File: src/logic/spcs_consts.svh
// Register offsets, field positions, reset values and divider counts of the serial port
`ifndef SPCS_CONSTS_SVH
`define SPCS_CONSTS_SVH

`define SPCS_OFF_DATA 2'h1
`define SPCS_OFF_CTRL 2'h2
`define SPCS_OFF_STAT 2'h3

`define SPCS_C_IRQ_EN 7
`define SPCS_C_PORT_EN 6
`define SPCS_C_HALF_DIS 5
`define SPCS_C_MASTER 4
`define SPCS_C_IDLE_LVL 3
`define SPCS_C_PHASE 2
`define SPCS_C_RATE_HI 1
`define SPCS_C_RATE_LO 0

`define SPCS_S_DONE 7
`define SPCS_S_WRITE_COLLISION_FLAG 6
`define SPCS_S_OVR 5
`define SPCS_S_MASTER_FAULT_FLAG 4
`define SPCS_S_SOD 2
`define SPCS_S_SSM 1
`define SPCS_S_SSI 0
`define SPCS_S_SW_MASK 8'h07

`define SPCS_CTRL_RST 8'h00
`define SPCS_STAT_RST 8'h00

// Half periods of the serial clock in system clock cycles
`define SPCS_HALF_DIV4 7'h02
`define SPCS_HALF_DIV8 7'h04
`define SPCS_HALF_DIV16 7'h08
`define SPCS_HALF_DIV32 7'h10
`define SPCS_HALF_DIV64 7'h20
`define SPCS_HALF_DIV128 7'h40

`define SPCS_LAST_EDGE 4'hf

`endif

File: src/logic/spcs_pkg.sv
// Types shared by the serial port control and status logic
package spcs_pkg;

   typedef logic [7:0] spcs_byte_t;
   typedef logic [1:0] spcs_addr_t;

   typedef enum logic [2:0] {
      SPCS_IDLE = 3'b001,
      SPCS_MASTER = 3'b010,
      SPCS_SLAVE = 3'b100
   } spcs_mode_t;

   typedef struct packed {
      spcs_byte_t ctrl;
      spcs_byte_t stat;
      logic done_armed;
      logic done_stat_read;
      logic write_collision_flag_armed;
      logic master_fault_flag_armed;
      spcs_byte_t buffer;
      spcs_byte_t shreg;
      logic rx_bit;
      logic [3:0] edge_cnt;
      logic sck_level;
      logic sck_prev;
      spcs_mode_t mode;
      spcs_byte_t rdata;
   } spcs_state_t;

endpackage

File: src/logic/spcs_sync.sv
// Two-flop synchroniser for the serial pins
module spcs_sync #(
   parameter int WIDTH = 4
) (
   input wire logic clk_sys_i, // System clock
   input wire logic reset_n_i, // Synchronous reset, active low
   input wire logic [WIDTH-1:0] async_i, // Pin levels from outside
   output logic [WIDTH-1:0] sync_o // Synchronised levels
);
   logic [WIDTH-1:0] meta_reg;
   logic [WIDTH-1:0] sync_reg;

   generate
      if (WIDTH < 1) begin : g_bad_width
         $error("spcs_sync needs WIDTH of at least 1");
      end
   endgenerate

   // The first stage feeds only the second stage
   always_ff @(posedge clk_sys_i) begin
      if (!reset_n_i) begin
         meta_reg <= '0;
         sync_reg <= '0;
      end else begin
         meta_reg <= async_i;
         sync_reg <= meta_reg;
      end
   end

   assign sync_o = sync_reg;
endmodule // spcs_sync

File: src/logic/spcs_clk_div.sv
// Serial clock divider giving one enable pulse per half period
module spcs_clk_div #(
   parameter int CNT_W = 7
) (
   input wire logic clk_sys_i, // System clock
   input wire logic reset_n_i, // Synchronous reset, active low
   input wire logic run_i, // Count while high, restart when low
   input wire logic [CNT_W-1:0] half_i, // Half period in cycles, at least 1
   output logic tick_o // One-cycle pulse at each serial clock edge
);
   logic [CNT_W-1:0] cnt_reg;
   logic at_end;

   generate
      if (CNT_W < 7) begin : g_bad_width
         $error("spcs_clk_div needs CNT_W of at least 7");
      end
   endgenerate

   assign at_end = (cnt_reg == (half_i - {{(CNT_W-1){1'b0}}, 1'b1}));
   assign tick_o = run_i && at_end;

   always_ff @(posedge clk_sys_i) begin
      if (!reset_n_i) begin
         cnt_reg <= '0;
      end else if (!run_i || at_end) begin
         cnt_reg <= '0;
      end else begin
         cnt_reg <= cnt_reg + {{(CNT_W-1){1'b0}}, 1'b1};
      end
   end
endmodule // spcs_clk_div

File: src/logic/spcs_top.sv
// Serial port control and status logic with byte shifter, master or slave
//
// The strobed register port and the placing of the registers were left to the implementer.
`include "spcs_consts.svh"

module spcs_top (
   input wire logic clk_sys_i, // System clock, 40 MHz
   input wire logic reset_n_i, // Synchronous reset, active low
   input wire spcs_pkg::spcs_addr_t reg_addr_i, // Register address
   input wire spcs_pkg::spcs_byte_t reg_wdata_i, // Register write data
   input wire logic reg_wr_i, // Write strobe
   input wire logic reg_rd_i, // Read strobe
   output spcs_pkg::spcs_byte_t reg_rdata_o, // Read data, cycle after strobe
   output logic irq_o, // Interrupt request, active high
   input wire logic sck_i, // Serial clock pin level
   output logic sck_o, // Serial clock drive value
   output logic sck_oe_n_o, // Serial clock drive enable, active low
   input wire logic mosi_i, // Master-out pin level
   output logic mosi_o, // Master-out drive value
   output logic mosi_oe_n_o, // Master-out drive enable, active low
   input wire logic miso_i, // Master-in pin level
   output logic miso_o, // Master-in drive value
   output logic miso_oe_n_o, // Master-in drive enable, active low
   input wire logic ss_n_i, // Slave select pin, active low
   output logic ss_pin_free_o // High while the select pin is free for other use
);
   import spcs_pkg::*;

   localparam spcs_state_t ST_RST = '{
      ctrl: `SPCS_CTRL_RST,
      stat: `SPCS_STAT_RST,
      mode: SPCS_IDLE,
      default: '0
   };

   spcs_state_t q_reg;
   spcs_state_t q_next;
   logic [3:0] pin_s;
   logic [6:0] half_cnt;
   logic tick;
   logic c_en;
   logic c_master;
   logic c_phase;
   logic sel_n;
   logic rx_in;
   logic ev;
   logic sample_edge;
   logic busy;
   logic wr_inhibit;
   spcs_byte_t shifted;

   function automatic logic [6:0] rate_half(input logic [2:0] code);
      logic [6:0] h;
      h = `SPCS_HALF_DIV8;
      unique case (code)
         3'b100: h = `SPCS_HALF_DIV4;
         3'b000: h = `SPCS_HALF_DIV8;
         3'b001: h = `SPCS_HALF_DIV16;
         3'b110: h = `SPCS_HALF_DIV32;
         3'b010: h = `SPCS_HALF_DIV64;
         3'b011: h = `SPCS_HALF_DIV128;
         3'b101: h = `SPCS_HALF_DIV8;
         3'b111: h = `SPCS_HALF_DIV64;
      endcase
      return h;
   endfunction

   // Pin order: select, master-in, master-out, clock
   spcs_sync #(
      .WIDTH(4)
   ) u_sync (
      .clk_sys_i(clk_sys_i),
      .reset_n_i(reset_n_i),
      .async_i({ss_n_i, miso_i, mosi_i, sck_i}),
      .sync_o(pin_s)
   );

   // Only the master state runs the divider, so the rate bits are inert as slave
   spcs_clk_div #(
      .CNT_W(7)
   ) u_div (
      .clk_sys_i(clk_sys_i),
      .reset_n_i(reset_n_i),
      .run_i(q_reg.mode == SPCS_MASTER),
      .half_i(half_cnt),
      .tick_o(tick)
   );

   assign c_en = q_reg.ctrl[`SPCS_C_PORT_EN];
   assign c_master = q_reg.ctrl[`SPCS_C_MASTER];
   assign c_phase = q_reg.ctrl[`SPCS_C_PHASE];
   assign half_cnt = rate_half({q_reg.ctrl[`SPCS_C_HALF_DIS],
                                q_reg.ctrl[`SPCS_C_RATE_HI],
                                q_reg.ctrl[`SPCS_C_RATE_LO]});

   always_comb begin
      q_next = q_reg;
      q_next.rdata = 8'h00;
      q_next.sck_prev = pin_s[0];
      sel_n = q_reg.stat[`SPCS_S_SSM] ? q_reg.stat[`SPCS_S_SSI] : pin_s[3];
      rx_in = (q_reg.mode == SPCS_MASTER) ? pin_s[2] : pin_s[1];
      busy = (q_reg.mode == SPCS_MASTER) ||
             ((q_reg.mode == SPCS_SLAVE) && (q_reg.edge_cnt != 4'h0));
      wr_inhibit = q_reg.stat[`SPCS_S_DONE] && !q_reg.done_stat_read;
      sample_edge = (q_reg.edge_cnt[0] == c_phase);
      shifted = {q_reg.shreg[6:0], sample_edge ? rx_in : q_reg.rx_bit};
      ev = 1'b0;
      if (q_reg.mode == SPCS_MASTER) begin
         ev = tick;
      end else if (q_reg.mode == SPCS_SLAVE) begin
         ev = (pin_s[0] != q_reg.sck_prev);
      end

      // Register reads: clears first, so hardware sets below win
      if (reg_rd_i) begin
         case (reg_addr_i)
            `SPCS_OFF_DATA: begin
               q_next.rdata = q_reg.buffer;
               if (q_reg.done_armed) begin
                  q_next.stat[`SPCS_S_DONE] = 1'b0;
               end
               if (q_reg.write_collision_flag_armed) begin
                  q_next.stat[`SPCS_S_WRITE_COLLISION_FLAG] = 1'b0;
               end
            end
            `SPCS_OFF_CTRL: begin
               q_next.rdata = q_reg.ctrl;
            end
            `SPCS_OFF_STAT: begin
               q_next.rdata = q_reg.stat;
               q_next.stat[`SPCS_S_OVR] = 1'b0;
               q_next.done_armed = q_reg.stat[`SPCS_S_DONE];
               q_next.done_stat_read = q_reg.stat[`SPCS_S_DONE];
               q_next.write_collision_flag_armed = q_reg.stat[`SPCS_S_WRITE_COLLISION_FLAG];
               q_next.master_fault_flag_armed = q_reg.stat[`SPCS_S_MASTER_FAULT_FLAG];
            end
            default: begin
               q_next.rdata = 8'h00;
            end
         endcase
      end

      // Register writes
      if (reg_wr_i) begin
         case (reg_addr_i)
            `SPCS_OFF_DATA: begin
               if (q_reg.done_armed) begin
                  q_next.stat[`SPCS_S_DONE] = 1'b0;
               end
               // A data write during a transfer sets the collision flag, unless done is set and not yet seen in a status read, and leaves its arming alone
               if (!wr_inhibit) begin
                  if (busy) begin
                     q_next.stat[`SPCS_S_WRITE_COLLISION_FLAG] = 1'b1;
                  end else begin
                     q_next.shreg = reg_wdata_i;
                     if (c_en && c_master) begin
                        q_next.mode = SPCS_MASTER;
                        q_next.edge_cnt = 4'h0;
                     end
                  end
               end
            end
            `SPCS_OFF_CTRL: begin
               q_next.ctrl = reg_wdata_i;
               if (q_reg.stat[`SPCS_S_MASTER_FAULT_FLAG] && !q_reg.master_fault_flag_armed) begin
                  q_next.ctrl[`SPCS_C_PORT_EN] = c_en;
                  q_next.ctrl[`SPCS_C_MASTER] = c_master;
               end
               if (q_reg.master_fault_flag_armed) begin
                  q_next.stat[`SPCS_S_MASTER_FAULT_FLAG] = 1'b0;
               end
            end
            `SPCS_OFF_STAT: begin
               // Flags and the reserved bit are read only
               q_next.stat = (q_next.stat & ~`SPCS_S_SW_MASK) |
                             (reg_wdata_i & `SPCS_S_SW_MASK);
               q_next.done_armed = q_reg.stat[`SPCS_S_DONE];
               q_next.master_fault_flag_armed = q_reg.stat[`SPCS_S_MASTER_FAULT_FLAG];
            end
            default: begin
            end
         endcase
      end

      // Byte engine
      unique case (q_reg.mode)
         SPCS_IDLE: begin
            q_next.sck_level = q_reg.ctrl[`SPCS_C_IDLE_LVL];
            q_next.edge_cnt = 4'h0;
            if (c_en && !c_master && !sel_n) begin
               q_next.mode = SPCS_SLAVE;
            end
         end
         SPCS_MASTER: begin
            if (!c_en || !c_master) begin
               q_next.mode = SPCS_IDLE;
            end else if (ev) begin
               q_next.sck_level = ~q_reg.sck_level;
            end
         end
         SPCS_SLAVE: begin
            if (!c_en || c_master || sel_n) begin
               q_next.mode = SPCS_IDLE;
            end
         end
      endcase

      if (ev && (q_next.mode == q_reg.mode)) begin
         if (sample_edge) begin
            q_next.rx_bit = rx_in;
         end
         if (q_reg.edge_cnt == `SPCS_LAST_EDGE) begin
            q_next.shreg = shifted;
            if (q_reg.stat[`SPCS_S_DONE]) begin
               q_next.stat[`SPCS_S_OVR] = 1'b1;
            end else begin
               q_next.buffer = shifted;
            end
            q_next.stat[`SPCS_S_DONE] = 1'b1;
            q_next.done_armed = 1'b0;
            q_next.done_stat_read = 1'b0;
            q_next.edge_cnt = 4'h0;
            if (q_reg.mode == SPCS_MASTER) begin
               q_next.mode = SPCS_IDLE;
            end
         end else begin
            // With phase 1 the first transition only presents the MSB
            if (!sample_edge && !(c_phase && (q_reg.edge_cnt == 4'h0))) begin
               q_next.shreg = shifted;
            end
            q_next.edge_cnt = q_reg.edge_cnt + 4'h1;
         end
      end

      // Mode fault: hardware clear beats any software write in the same cycle
      if (c_master && !sel_n) begin
         q_next.stat[`SPCS_S_MASTER_FAULT_FLAG] = 1'b1;
         q_next.master_fault_flag_armed = 1'b0;
         q_next.ctrl[`SPCS_C_PORT_EN] = 1'b0;
         q_next.ctrl[`SPCS_C_MASTER] = 1'b0;
         q_next.mode = SPCS_IDLE;
      end

      if (!q_next.stat[`SPCS_S_DONE]) begin
         q_next.done_armed = 1'b0;
         q_next.done_stat_read = 1'b0;
      end
      if (!q_next.stat[`SPCS_S_WRITE_COLLISION_FLAG]) begin
         q_next.write_collision_flag_armed = 1'b0;
      end
      if (!q_next.stat[`SPCS_S_MASTER_FAULT_FLAG]) begin
         q_next.master_fault_flag_armed = 1'b0;
      end
   end

   always_ff @(posedge clk_sys_i) begin
      if (!reset_n_i) begin
         q_reg <= ST_RST;
      end else begin
         q_reg <= q_next;
      end
   end

   assign reg_rdata_o = q_reg.rdata;
   assign irq_o = q_reg.ctrl[`SPCS_C_IRQ_EN] &&
                  (q_reg.stat[`SPCS_S_DONE] || q_reg.stat[`SPCS_S_MASTER_FAULT_FLAG] ||
                   q_reg.stat[`SPCS_S_OVR]);
   assign sck_o = q_reg.sck_level;
   assign sck_oe_n_o = !(c_en && c_master);
   assign mosi_o = q_reg.shreg[7];
   assign mosi_oe_n_o = !(c_en && c_master && !q_reg.stat[`SPCS_S_SOD]);
   assign miso_o = q_reg.shreg[7];
   // A slave drives its output only while selected, so several slaves may share it
   assign miso_oe_n_o = !(c_en && !c_master && !q_reg.stat[`SPCS_S_SOD] &&
                          (q_reg.mode == SPCS_SLAVE));
   assign ss_pin_free_o = q_reg.stat[`SPCS_S_SSM] || !c_en;
endmodule // spcs_top

File: config.mk
export PLATFORM = sky130hd
export DESIGN_NAME = spcs_top
export DESIGN_NICKNAME = d
export VERILOG_FILES = /design/src/logic/spcs_pkg.sv /design/src/logic/spcs_sync.sv /design/src/logic/spcs_clk_div.sv /design/src/logic/spcs_top.sv
export VERILOG_INCLUDE_DIRS = /design/src /design/src/logic
export SDC_FILE = /design/constraint.sdc
export NUM_CORES = 1
export LEC_CHECK = 0
export ABC_AREA = 1
export BUFFER_PORTS_ARGS = -buffer_cell sky130_fd_sc_hd__buf_2
export CAP_MARGIN = 5
export CORE_ASPECT_RATIO = 1.5
export CORE_MARGIN = 2
export CORE_UTILIZATION = 65
export CTS_BUF_LIST = sky130_fd_sc_hd__clkbuf_4
export CTS_CLUSTER_DIAMETER = 50
export DETAILED_ROUTE_END_ITERATION = 6
export GPL_TIMING_DRIVEN = 0
export PLACE_DENSITY = 0.86
export SETUP_SLACK_MARGIN = 0.3
export SYNTH_ARGS = -nofsm -noshare
export SYNTH_HDL_FRONTEND = slang
export SYNTH_HIERARCHICAL = 1
export SYNTH_SLANG_ARGS = --single-unit
export TNS_END_PERCENT = 30
File: constraint.sdc
create_clock -name clk_sys_i -period 4.6 [get_ports clk_sys_i]
set_input_delay 0.92 -clock clk_sys_i [delete_from_list [all_inputs] [get_ports clk_sys_i]]
set_output_delay 0.92 -clock clk_sys_i [all_outputs]
set_load 0.01 [all_outputs]
==> impl_summary.md, run 1 <==
Outcome
The flow ran to the end, and the final reports show no timing, DRC or antenna violations.

Setup path
Data on the critical path is required at its endpoint by 4.96 ns. The worst setup path is captured at a flip-flop. The cell count of the worst reg-to-reg path is 20. The worst setup path is of the reg -> reg kind. In this run the worst path has a maximum fanout of 7. The worst path arrival time is 3.05 ns. The worst setup path is launched from a flip-flop.

Timing
The setup skew after layout is 0.0126 ns. The final-layout worst hold slack is 0.420 ns. Measured against its own limit, the worst slew margin works out to 0.562.

The max-slew violation total from the final report is 0. The summed negative setup slack over all endpoints is 0 ns. Setup repair after global routing left no endpoint under its margin. The count of endpoints failing hold in the final timing report is 0.

For this run, the top clock speed supported by timing is 0.373 GHz. For the pin with the worst max-slew slack, the measured transition is 0.655 ns. The total of endpoints with negative setup slack in the final report is 0. The clock period could shrink to 2.68 ns.

In the finished design, the share of the clock period the worst path needs comes to 0.583.

Power and ir drop
In this run the power spent charging and discharging nets is 0.323 mW. The leakage power is 2.02 nW. The combinational share of power is 0.108. The register share of total power is 0.536. The total internal power is 0.928 mW. The power per cell area is 295 nW/um^2. The peak supply drop is 0.198 mV. Of the total power, the share spent switching nets is 0.258. Of the total power, the clock network draws 0.355.

Synth
Counting flops with a built-in enable in the synthesized netlist gives 0. The async set or reset register ratio after synthesis is 0. The Yosys step of the flow raised 6 warnings.

After synthesis the cells add up to 3820 sq um. The gate count after technology mapping is 562. In this run the mean area of a mapped cell was 6.80 sq um. Counting flops and latches in the post-synthesis netlist gives 74. Of the total synthesized cell area, the portion taken by AND, OR, NAND and NOR gates is 0.320. The share of synthesized area occupied by flip-flops and latches is 0.387. The number of different library cells used by synthesis comes to 36.

The compound-cell area share of the yosys netlist is 0.134. The prevailing post-synth register cell is sky130_fd_sc_hd__dfxtp_1. After synthesis, the largest family of logic cells by area is simple AND/OR/NAND/NOR gates. The post-synthesis mux area share is 0. Of the total synthesized cell area, the portion taken by full adders, half adders and majority gates is 0.0131. Of the total synthesized cell area, the portion taken by XOR and XNOR cells is 0.0229.

Floorplan
The number of standard-cell rows in the floorplan is 34. The die area is 6520 sq um. 34 I/O pins were placed.

The width of the die is 66.6 um. The initial core utilization is 0.666. The vertical die dimension is 97.9 um. The area inside the core boundary is 5740 sq um.

Final layout
The flip-flop count of the largest register after layout is 40. The commonest non-fill, non-tap cell in the layout is sky130_fd_sc_hd__nand2_1. The number of antenna diodes is 0. In the layout the commonest cells are sky130_fd_sc_hd__nand2_1 (149), sky130_fd_sc_hd__inv_1 (80), sky130_fd_sc_hd__dfxtp_1 (74). The sequential cell area in the final layout is 1480 sq um. After the last flow step, the layout net total stands at 629. Fill cells in the final layout number 519. The layout overhead on the synthesized area is 10.9%. The share of layout cells above drive strength 1 is 0.160. In the final layout, the multi-input gates occupy 1880 sq um.

CTS
Clock-pin slew was measured on the worst setup and hold paths at 0.11 ns. Buffers inserted to repair hold after CTS numbered 0. Buffers added to address setup during post-CTS repair amount to 0. The number of buffers created by CTS is 9. The maximum buffer depth of the clock tree is 2. The later pin in the worst-skew pair is clocked with a latency of 0.42 ns. TritonCTS built the clock tree. The number of levels in the clock H-tree is 3. Gates resized during post-CTS repair numbered 0. The clock drives 74 sinks.

The clock root buffer is sky130_fd_sc_hd__clkbuf_4.

Hold path
The cell depth of the worst min-delay path is 2. In this run the worst hold path is classified as reg -> reg.

GRT
The first global-routing pass estimated 15200 um of wire. Entering global routing, the biggest net connects 13 pins. The number of global-route vias before repair is 3637. The total overflow left after global routing is 0. In the global route stage, overall resource usage came out at 0.299. The initial antenna violation count is 0.

Placement
The number of buffer cells added on primary ports is 33. The congestion estimate from routability-driven global placement came to 0.919. The post-DP HPWL is 6840 um.

Run
The number of max-cap violations is 0.

Drt
Summed over all layers, the routed wires come to 8880 um. The number of antenna-violating nets in the routed design is 0. The detail-routed via count per cell is 5.44. The first detailed-routing pass ran for 5 iterations. For this run, design rule violations remaining after detail routing come to 0.

The routed layout has 3718 vias. The average wire length per cell after detail routing is 13.0 um. After the first detailed-routing iteration, the DRC count stood at 252.
[power by group through the flow]
stage / logic (mW) / registers [mW] / clock network, mW
floorplan: 0.0947 / 0.682 / 0
global placement: 0.128 / 0.685 / 0
detailed placement: 0.132 / 0.685 / 0
CTS: 0.133 / 0.671 / 0.451
global route: 0.154 / 0.673 / 0.481
finish: 0.136 / 0.671 / 0.444
[stage by stage]
stage | area [sq um] | total power [mW] | std cells | worst slack, ns | util
2_1_floorplan | 3830 | 0.777 | 563 | 2.37 | -
3_3_place_gp | 4080 | 0.813 | 668 | 2.05 | 0.711
3_5_place_dp | 4080 | 0.817 | 668 | 1.98 | 0.711
4_1_cts | 4240 | 1.26 | 684 | 1.97 | 0.738
5_1_grt | 4240 | 1.31 | 684 | 1.60 | 0.738
6_report | 4240 | 1.25 | 684 | 1.92 | 0.738
[area by class of cell]
class | count | area share
Multi-Input combinational cell | 379 | 0.444
Sequential cell | 74 | 0.349
Inverter | 89 | 0.0788
Timing Repair Buffer | 33 | 0.0390
Buffer | 21 | 0.0310
Tap cell | 72 | 0.0213
Clock inverter | 6 | 0.0192
Clock buffer | 10 | 0.0177
[cell families (layout without fill, tap and decap cells)]
| group | count (synthesis) | count (layout) |
|---|---|---|
| and+or+nand+nor | 278 | 278 |
| xor gates and xnor gates | 10 | 10 |
| DFF | 74 | 74 |
| buffers and inverters | 110 | 159 |
| adders and majority gates | 4 | 4 |
| AOI/OAI and AO/OA | 85 | 85 |
| other | 1 | 2 |
[critical path: stages, from the launching register on]
cell and delay, ns:
sky130_fd_sc_hd__dfxtp_1 0.39, sky130_fd_sc_hd__inv_1 0.10, sky130_fd_sc_hd__ha_1 0.26, sky130_fd_sc_hd__inv_1 0.09, sky130_fd_sc_hd__nand2_1 0.05, sky130_fd_sc_hd__nand3_1 0.08, sky130_fd_sc_hd__nand2_1 0.06, sky130_fd_sc_hd__nor2_1 0.08
sky130_fd_sc_hd__nand2_1 0.06, sky130_fd_sc_hd__nor2_1 0.11, sky130_fd_sc_hd__nand3_2 0.11, sky130_fd_sc_hd__nor2_1 0.14, sky130_fd_sc_hd__inv_1 0.06, sky130_fd_sc_hd__o21a_1 0.18, sky130_fd_sc_hd__inv_1 0.04, sky130_fd_sc_hd__nand2_1 0.08
sky130_fd_sc_hd__inv_2 0.07, sky130_fd_sc_hd__nand4_1 0.18, sky130_fd_sc_hd__nor2_2 0.31, sky130_fd_sc_hd__nor2_1 0.07, sky130_fd_sc_hd__nor2_1 0.10
[Yosys cell counts, types with 4 or more instances]
library cell | count | area (sq um)
sky130_fd_sc_hd__nand2_1 | 149 | 559
sky130_fd_sc_hd__inv_1 | 80 | 300
sky130_fd_sc_hd__dfxtp_1 | 74 | 1480
sky130_fd_sc_hd__nor2_1 | 55 | 206
sky130_fd_sc_hd__a21oi_1 | 29 | 145
sky130_fd_sc_hd__nand3_1 | 29 | 145
sky130_fd_sc_hd__o21ai_0 | 24 | 120
sky130_fd_sc_hd__nor2_2 | 16 | 100
sky130_fd_sc_hd__buf_4 | 11 | 82.6
sky130_fd_sc_hd__nand4_1 | 11 | 68.8
sky130_fd_sc_hd__o211ai_1 | 9 | 67.6
sky130_fd_sc_hd__o21a_1 | 9 | 67.6
sky130_fd_sc_hd__inv_2 | 8 | 30.0
sky130_fd_sc_hd__nor3_1 | 7 | 35.0
sky130_fd_sc_hd__clkbuf_1 | 6 | 22.5
sky130_fd_sc_hd__xor2_1 | 6 | 52.6
sky130_fd_sc_hd__nand3_2 | 5 | 50.1
sky130_fd_sc_hd__ha_1 | 4 | 50.1
sky130_fd_sc_hd__o221ai_1 | 4 | 35.0
sky130_fd_sc_hd__xnor2_1 | 4 | 35.0
[layer usage]
metal	GRT usage	part of all wire	vias to the layer above
met1	0.314	0.38	1687
met4	0.174	0.045	0
met5	0	0	-
li1	-	-	1868
met2	0.537	0.52	127
met3	0.0541	0.048	36
[worst paths after layout]
kind	startpoint	slack (ns)	to
max reg2reg	half_cnt[1]	1.92	q_reg[33]
max	half_cnt[1]	1.92	q_reg[33]
min	u_sync/meta_reg[1]	0.42	u_sync/sync_o[1]
min reg2reg	u_sync/meta_reg[1]	0.42	u_sync/sync_o[1]
Note: power is estimated with default switching activity, not from simulation.
==> run 2: changes to the inputs <==
- CORE_UTILIZATION: 65 -> 56
- PLACE_DENSITY: 0.86 -> 0.79
- clock period: 4.6 -> 2.4 ns (I/O delays scaled with it)
==> run 2 against run 1 <==
The run now ends with negative setup slack left; die area grew 15%; core utilization shrank 5.9 points; sequential power grew 92%; fmax grew 8.2%; largest cell class unchanged; cell area grew 5.4%; hold slack lost 0.21 ns.
==> impl_summary.md, run 2 (synthesized netlist as in run 1, its figures left out) <==
Outcome
Result of the run: complete, but fails checks (was finished, final reports clean). The checks that failed: negative setup slack.

Setup path
The destination of the worst register-to-register timing path is q_reg[32] (was q_reg[33]). The startpoint of the lowest-slack register-to-register path is half_cnt[1] (unchanged). The required time of the worst setup path is 2.76 ns (was 4.96 ns). The cell count of the worst reg-to-reg path was 21 (was 20). The number of buffers and inverters on the critical path was 6 (was 5).

The maximum fanout along the worst path is 5 (was 7). The element type at the critical path end was a flip-flop (unchanged). The setup slack on the worst flop-to-flop path is -0.08 ns (was 1.92 ns).

The library cell contributing the largest single delay on the critical path is sky130_fd_sc_hd__dfxtp_2 (was sky130_fd_sc_hd__dfxtp_1). The path type of the worst setup path is reg -> reg (unchanged). The critical path launch point type is a flip-flop (unchanged). Cell-by-cell listing of the critical path: inv_4 > ha_4 > nand2_2 > inv_2 > nor2_2 > nand2_1 > nor2_1 > nand2_1 > nor2_1 > nand3_2 > nor2_2 > inv_1 > o21a_1 > inv_1 > nand2_2 > buf_4 > nor2_4 > buf_2 > nand4_1 > nand2_1 > nor2_1 (was inv_1 > ha_1 > inv_1 > nand2_1 > nand3_1 > nand2_1 > nor2_1 > nand2_1 > nor2_1 > nand3_2 > nor2_1 > inv_1 > o21a_1 > inv_1 > nand2_1 > inv_2 > nand4_1 > nor2_2 > nor2_1 > nor2_1). The gate family responsible for the most delay along the worst path is simple AND/OR/NAND/NOR gates (unchanged).

The maximum cell stage delay along the critical path is 0.36 ns (was 0.39 ns). The worst path arrival time came to 2.84 ns (was 3.05 ns).

GRT
The initial antenna violation count is 0 (unchanged). The aggregate global routing overflow is 0 (unchanged). The number of global-route vias before repair was 3515 (was 3637). The wire length of the first global-routing pass is 15200 um (about the same). The all-layer global routing usage was 0.257 (was 0.299).

The pin count of the biggest net entering global routing is 15 (was 13).

CTS
The maximum buffer depth of the clock tree is 2 (unchanged). The number of clock sinks seen by CTS is 74 (unchanged). The clock tree from TritonCTS is done (unchanged). The number of levels in the clock H-tree is 3 (unchanged). The clock root buffer is sky130_fd_sc_hd__clkbuf_4 (unchanged). The number of buffers created by CTS was 9 (unchanged). The number of hold buffers added after cts is 0 (unchanged). The clock-pin slew of the registers on the worst-case setup and hold paths is 0.14 ns (was 0.11 ns). The insertion delay to the later sink of the worst-skew pair came to 0.45 ns (was 0.42 ns).

Placement
The total placed cells including tap cells is 672 (was 668). The post-DP HPWL is 6770 um (was 6840 um). The number of buffer cells added on primary ports was 33 (unchanged). The global placer's final weighted congestion is 0.908 (was 0.919).

Power and ir drop
The peak supply drop is 0.433 mV (was 0.198 mV). The power after layout was 2.36 mW (was 1.25 mW). The power per cell area is 529 nW/um^2 (was 295 nW/um^2). The leakage power was 2.09 nW (was 2.02 nW).

Floorplan
The vertical die dimension is 105 um (was 97.9 um). The width of the die is 71.5 um (was 66.6 um). The number of standard-cell rows in the floorplan is 36 (was 34). The initial core utilization is 0.581 (was 0.666). The die area was 7520 sq um (was 6520 sq um). The count of pins on the block boundary is 34 (unchanged).

The area inside the core boundary is 6580 sq um (was 5740 sq um).

Timing
The final worst setup slack is -0.0795 ns (was 1.92 ns). The portion of the clock cycle consumed by the worst path in the final layout is 1.03 (was 0.583). The transition time of the tightest slew-check pin is 0.671 ns (was 0.655 ns). The total of endpoints with negative setup slack in the final report is 13 (was 0).

The worst slew slack as a fraction of its limit is 0.551 (was 0.562). The timing-limited maximum frequency is 0.403 GHz (was 0.373 GHz). The count of endpoints failing hold in the final timing report is 0 (unchanged). The summed negative setup slack over all endpoints is -0.712 ns (was 0 ns). The time the worst path needs with I/O delays and setup came to 2.48 ns (was 2.68 ns). The final-layout worst hold slack is 0.211 ns (was 0.420 ns).

The max-slew violation total from the final report is 0 (unchanged). Unrepaired setup endpoints after global routing: yes (was no). The setup skew after layout is 0.0169 ns (was 0.0126 ns).

Hold path
The cell depth of the worst min-delay path is 3 (was 2). The startpoint of the lowest-slack hold path is miso_i (was u_sync/meta_reg[1]). The type of the worst min-delay path is in -> reg (was reg -> reg).

The end point of the most critical hold path is u_sync/meta_reg[2] (was u_sync/sync_o[1]).

Drt
The number of vias in the routed layout is 3704 (was 3718). The detailed-route wire length is 9160 um (was 8880 um). The number of antenna-violating nets in the routed design is 0 (unchanged).

The average wire length per cell after detail routing is 13.1 um (was 13.0 um). The starting DRC count in detailed routing was 153 (was 252). The DRC violation count after routing came to 0 (unchanged). The detail-routed via count per cell is 5.29 (was 5.44). The length of the first detailed-routing pass in iterations is 5 (unchanged).

Final layout
The number of fillers in the final layout is 581 (was 519). The post-route non-filler standard cell count is 700 (was 684). Highest-count cells in the layout ignoring fill and taps: sky130_fd_sc_hd__nand2_1 (140), sky130_fd_sc_hd__inv_1 (77), sky130_fd_sc_hd__dfxtp_1 (73) (was sky130_fd_sc_hd__nand2_1 (149), sky130_fd_sc_hd__inv_1 (80), sky130_fd_sc_hd__dfxtp_1 (74)).

The number of antenna diodes is 0 (unchanged). The share of layout cells above drive strength 1 was 0.220 (was 0.160). The net count of the finished layout is 641 (was 629).

The commonest non-fill, non-tap cell in the layout is sky130_fd_sc_hd__nand2_1 (unchanged). The layout overhead on the synthesized area is 16.9% (was 10.9%). The flip-flop count of the largest register after layout is 40 (unchanged).

Run
The number of max-cap violations was 0 (unchanged).
run 2: changes by cell type in the layout (fill, tap and decap cells not counted), sizes merged:
cell      previous run  this run
clkinvlp             1         0
clkbuf              16        15
inv                 88        89
buf                 48        60
bufinv               2         1
clkinv               4         6
run 2: layout make-up:
type | instances | area, sq um | area share
Clock buffer | 9 | 67.6 | 0.0151
Sequential cell | 74 | 1480 | 0.332
Clock inverter | 7 | 77.6 | 0.0174
Buffer | 21 | 148 | 0.0330
Multi-Input combinational cell | 379 | 2000 | 0.449
Tap cell | 76 | 95.1 | 0.0213
Timing Repair Buffer | 45 | 256 | 0.0574
Inverter | 89 | 337 | 0.0753
run 2: where the power goes:
group / internal [mW] / total (mW) / switching (mW)
clock network: 0.324 / 0.798 / 0.474
logic: 0.0982 / 0.280 / 0.182
registers: 1.26 / 1.29 / 0.0239
run 2: repair_timing:
item | CTS | global route
gates cloned | 0 | 1
pin swaps | 30 | 11
setup buffers | 8 | 3
resized for setup | 24 | 9
endpoints found under the setup margin | 27 | 28
run 2: layer usage:
| layer | track usage | up-vias | part of all wire |
|---|---|---|---|
| met5 | 0 | - | 0 |
| met4 | 0.117 | 0 | 0.036 |
| met3 | 0.0550 | 27 | 0.044 |
| met2 | 0.461 | 97 | 0.52 |
| met1 | 0.280 | 1688 | 0.40 |
| li1 | - | 1892 | - |
run 2: how the worst max path moves through the flow:
stage	startpoint	to	slack [ns]	depth (start not counted)
finish	half_cnt[1]	q_reg[32]	-0.08	21
global route	half_cnt[1]	q_reg[28]	-0.32	20
CTS	half_cnt[1]	q_reg[27]	-0.08	20
detailed placement	half_cnt[1]	q_reg[28]	-0.10	20
global placement	half_cnt[1]	q_reg[28]	-0.08	20
floorplan	half_cnt[1]	q_reg[28]	0.25	20
run 2: stage by stage:
stage,utilization,area (sq um),setup slack [ns]
after floorplan,-,3870,0.246
after global placement,0.628,4130,-0.0846
after detailed placement,0.628,4130,-0.103
after CTS,0.672,4420,-0.0786
after global routing,0.679,4470,-0.315
final,0.679,4470,-0.0795
run 2: worst register-to-register path: stages, from the launching register on:
cell and delay [ns]:
sky130_fd_sc_hd__dfxtp_2 0.36, sky130_fd_sc_hd__inv_4 0.07, sky130_fd_sc_hd__ha_4 0.20, sky130_fd_sc_hd__nand2_2 0.05, sky130_fd_sc_hd__inv_2 0.03, sky130_fd_sc_hd__nor2_2 0.09
sky130_fd_sc_hd__nand2_1 0.05, sky130_fd_sc_hd__nor2_1 0.09, sky130_fd_sc_hd__nand2_1 0.05, sky130_fd_sc_hd__nor2_1 0.11, sky130_fd_sc_hd__nand3_2 0.11, sky130_fd_sc_hd__nor2_2 0.11
sky130_fd_sc_hd__inv_1 0.05, sky130_fd_sc_hd__o21a_1 0.18, sky130_fd_sc_hd__inv_1 0.07, sky130_fd_sc_hd__nand2_2 0.06, sky130_fd_sc_hd__buf_4 0.14, sky130_fd_sc_hd__nor2_4 0.13
sky130_fd_sc_hd__buf_2 0.20, sky130_fd_sc_hd__nand4_1 0.09, sky130_fd_sc_hd__nand2_1 0.09, sky130_fd_sc_hd__nor2_1 0.05
==> run 3: changes to the inputs <==
- CORE_UTILIZATION: 56 -> 50
- PLACE_DENSITY: 0.79 -> 0.71
==> run 3 against run 2 <==
The flow now finishes without violations; wire length is 0.88% lower; cell area is 2.8% lower; non-clock buffer count is 5 lower; combinational power is 5% lower; core utilization is 10 points lower; cell count is 2.9% higher; sequential cell count stayed put; sequential share of layout area is 0.95 points higher; critical path depth is 1 lower; die area is 11% higher; total power is 6.8% lower; register-to-register slack better by 0.098 ns.
==> impl_summary.md, run 3 (synthesized netlist as in run 1, its figures left out) <==
Final layout
The number of fillers in the final layout is 773 (was 581). The multi-input gate area in the final layout came to 1940 sq um (was 2000 sq um). The number of antenna diodes was 0 (unchanged).

The final standard cell area without fillers is 4340 sq um (was 4470 sq um). The commonest non-fill, non-tap cell in the layout is sky130_fd_sc_hd__nand2_1 (unchanged). The post-route non-filler standard cell count was 720 (was 700). The final core utilization was 0.578 (was 0.679). Highest-count cells in the layout ignoring fill and taps: sky130_fd_sc_hd__nand2_1 (148), sky130_fd_sc_hd__inv_1 (77), sky130_fd_sc_hd__dfxtp_1 (73) (was sky130_fd_sc_hd__nand2_1 (140), sky130_fd_sc_hd__inv_1 (77), sky130_fd_sc_hd__dfxtp_1 (73)). The net count of the finished layout is 636 (was 641). The share of layout cells above drive strength 1 is 0.189 (was 0.220).

The layout overhead on the synthesized area was 13.6% (was 16.9%). The sequential cell area in the final layout is 1480 sq um (unchanged). The flip-flop count of the largest register after layout is 40 (unchanged).

Timing
The timing-limited maximum frequency came to 0.420 GHz (was 0.403 GHz). The count of endpoints failing hold in the final timing report is 0 (unchanged). The time the worst path needs with I/O delays and setup came to 2.38 ns (was 2.48 ns).

The total of endpoints with negative setup slack in the final report is 0 (was 13). The summed negative setup slack over all endpoints is 0 ns (was -0.712 ns). Unrepaired setup endpoints after global routing: yes (unchanged). The setup skew after layout was 0.0191 ns (was 0.0169 ns). The final-layout worst hold slack is 0.223 ns (was 0.211 ns). The portion of the clock cycle consumed by the worst path in the final layout is 0.992 (was 1.03). The max-slew violation total from the final report is 0 (unchanged). The final worst setup slack is 0.0188 ns (was -0.0795 ns).

Drt
The length of the first detailed-routing pass in iterations came to 5 (unchanged). The starting DRC count in detailed routing is 241 (was 153). The detail-routed via count per cell is 5.02 (was 5.29). The number of vias in the routed layout is 3613 (was 3704). The number of antenna-violating nets in the routed design is 0 (unchanged). The detailed-route wire length was 9080 um (was 9160 um). The average wire length per cell after detail routing is 12.6 um (was 13.1 um). The DRC violation count after routing is 0 (unchanged).

CTS
The number of clock sinks seen by CTS is 74 (unchanged). The clock root buffer is sky130_fd_sc_hd__clkbuf_4 (unchanged). The number of levels in the clock H-tree came to 3 (unchanged). The clock tree from TritonCTS is done (unchanged). The maximum buffer depth of the clock tree is 2 (unchanged). The clock-pin slew of the registers on the worst-case setup and hold paths is 0.12 ns (was 0.14 ns).

The number of hold buffers added after cts is 0 (unchanged). The number of buffers created by CTS is 9 (unchanged). The insertion delay to the later sink of the worst-skew pair came to 0.44 ns (was 0.45 ns).

GRT
The number of global-route vias before repair is 3323 (was 3515). The pin count of the biggest net entering global routing came to 13 (was 15). The initial antenna violation count is 0 (unchanged). The all-layer global routing usage is 0.233 (was 0.257). The wire length of the first global-routing pass is 15000 um (was 15200 um).

The aggregate global routing overflow came to 0 (unchanged).

Power and ir drop
The leakage power was 2.03 nW (was 2.09 nW). The peak supply drop is 0.307 mV (was 0.433 mV). The power after layout came to 2.20 mW (was 2.36 mW). The power per cell area was 507 nW/um^2 (was 529 nW/um^2).

Floorplan
The initial core utilization is 0.509 (was 0.581). The width of the die is 75.4 um (was 71.5 um). The die area came to 8380 sq um (was 7520 sq um).

The vertical die dimension is 111 um (was 105 um). The count of pins on the block boundary is 34 (unchanged). The area inside the core boundary was 7510 sq um (was 6580 sq um).

The number of standard-cell rows in the floorplan is 39 (was 36).

Placement
The minimum setup slack after placement is -0.0840 ns (was -0.103 ns). The placement-stage cell area came to 4160 sq um (was 4130 sq um). The post-DP HPWL is 7050 um (was 6770 um). The total placed cells including tap cells came to 698 (was 672). The global placer's final weighted congestion is 0.916 (was 0.908). The number of buffer cells added on primary ports came to 33 (unchanged).

Setup path
The worst path arrival time is 2.76 ns (was 2.84 ns). Cell-by-cell listing of the critical path: inv_4 > ha_4 > inv_2 > nand2_1 > nand3_1 > nand2_1 > nor2_1 > nand2_1 > nor2_2 > nand3_2 > nor2_4 > inv_2 > o21a_1 > inv_1 > nand2_2 > inv_2 > nand4_1 > nor2_4 > nor2_1 > nor2_1 (was inv_4 > ha_4 > nand2_2 > inv_2 > nor2_2 > nand2_1 > nor2_1 > nand2_1 > nor2_1 > nand3_2 > nor2_2 > inv_1 > o21a_1 > inv_1 > nand2_2 > buf_4 > nor2_4 > buf_2 > nand4_1 > nand2_1 > nor2_1). The library cell contributing the largest single delay on the critical path is sky130_fd_sc_hd__dfxtp_2 (unchanged).

The maximum fanout along the worst path is 7 (was 5). The critical path launch point type is a flip-flop (unchanged). The number of buffers and inverters on the critical path is 5 (was 6). The element type at the critical path end is a flip-flop (unchanged).

The path type of the worst setup path is reg -> reg (unchanged). The required time of the worst setup path is 2.78 ns (was 2.76 ns). The gate family responsible for the most delay along the worst path is simple AND/OR/NAND/NOR gates (unchanged). The maximum cell stage delay along the critical path is 0.38 ns (was 0.36 ns).

Outcome
Result of the run: finished, final reports clean (was complete, but fails checks).

Hold path
The type of the worst min-delay path was in -> reg (unchanged).

Run
The number of max-cap violations was 0 (unchanged).
## run 3: worst register-to-register path: stages, from the launching register on
cell and delay, ns:
sky130_fd_sc_hd__dfxtp_2 0.38, sky130_fd_sc_hd__inv_4 0.05, sky130_fd_sc_hd__ha_4 0.18, sky130_fd_sc_hd__inv_2 0.05
sky130_fd_sc_hd__nand2_1 0.05, sky130_fd_sc_hd__nand3_1 0.08, sky130_fd_sc_hd__nand2_1 0.05, sky130_fd_sc_hd__nor2_1 0.10
sky130_fd_sc_hd__nand2_1 0.07, sky130_fd_sc_hd__nor2_2 0.09, sky130_fd_sc_hd__nand3_2 0.11, sky130_fd_sc_hd__nor2_4 0.12
sky130_fd_sc_hd__inv_2 0.04, sky130_fd_sc_hd__o21a_1 0.17, sky130_fd_sc_hd__inv_1 0.06, sky130_fd_sc_hd__nand2_2 0.06
sky130_fd_sc_hd__inv_2 0.07, sky130_fd_sc_hd__nand4_1 0.20, sky130_fd_sc_hd__nor2_4 0.26, sky130_fd_sc_hd__nor2_1 0.07
sky130_fd_sc_hd__nor2_1 0.08
## run 3: final cells by class
class,count,area share
sequential,74,0.341
multi-input combinational,379,0.446
clock buffer,10,0.0173
tap,102,0.0294
inverter,89,0.0775
clock inverter,5,0.00749
buffer,21,0.0311
timing repair buffer,40,0.0501
## run 3: layer usage
metal	vias to the layer above	wire, um	part of all wire	GRT usage
met4	0	293	0.032	0.111
met1	1635	3670	0.40	0.262
met3	21	384	0.042	0.0491
met2	87	4730	0.52	0.401
met5	-	0	0	0
li1	1870	-	-	-
## run 3: worst paths after layout
path,start,endpoint,slack [ns],cells after the start
max,half_cnt[1],q_reg[29],0.02,20
max reg2reg,half_cnt[1],q_reg[29],0.02,20
min reg2reg,u_sync/meta_reg[3],u_sync/sync_o[3],0.42,2
min,miso_i,u_sync/meta_reg[2],0.22,3
## run 3: report_power, final
part           switching, mW  total [mW]  leakage, nW  internal [mW]
clock network          0.436       0.650       0.0543          0.214
registers             0.0239        1.29        0.602           1.26
logic                  0.172       0.267         1.37         0.0946
total                  0.632        2.20         2.03           1.57
## run 3: timing repair
action / CTS / global route
buffers inserted: 7 / 0
endpoints found under the setup margin: 27 / 28
gates resized for setup: 4 / 5
pin swaps: 6 / 7
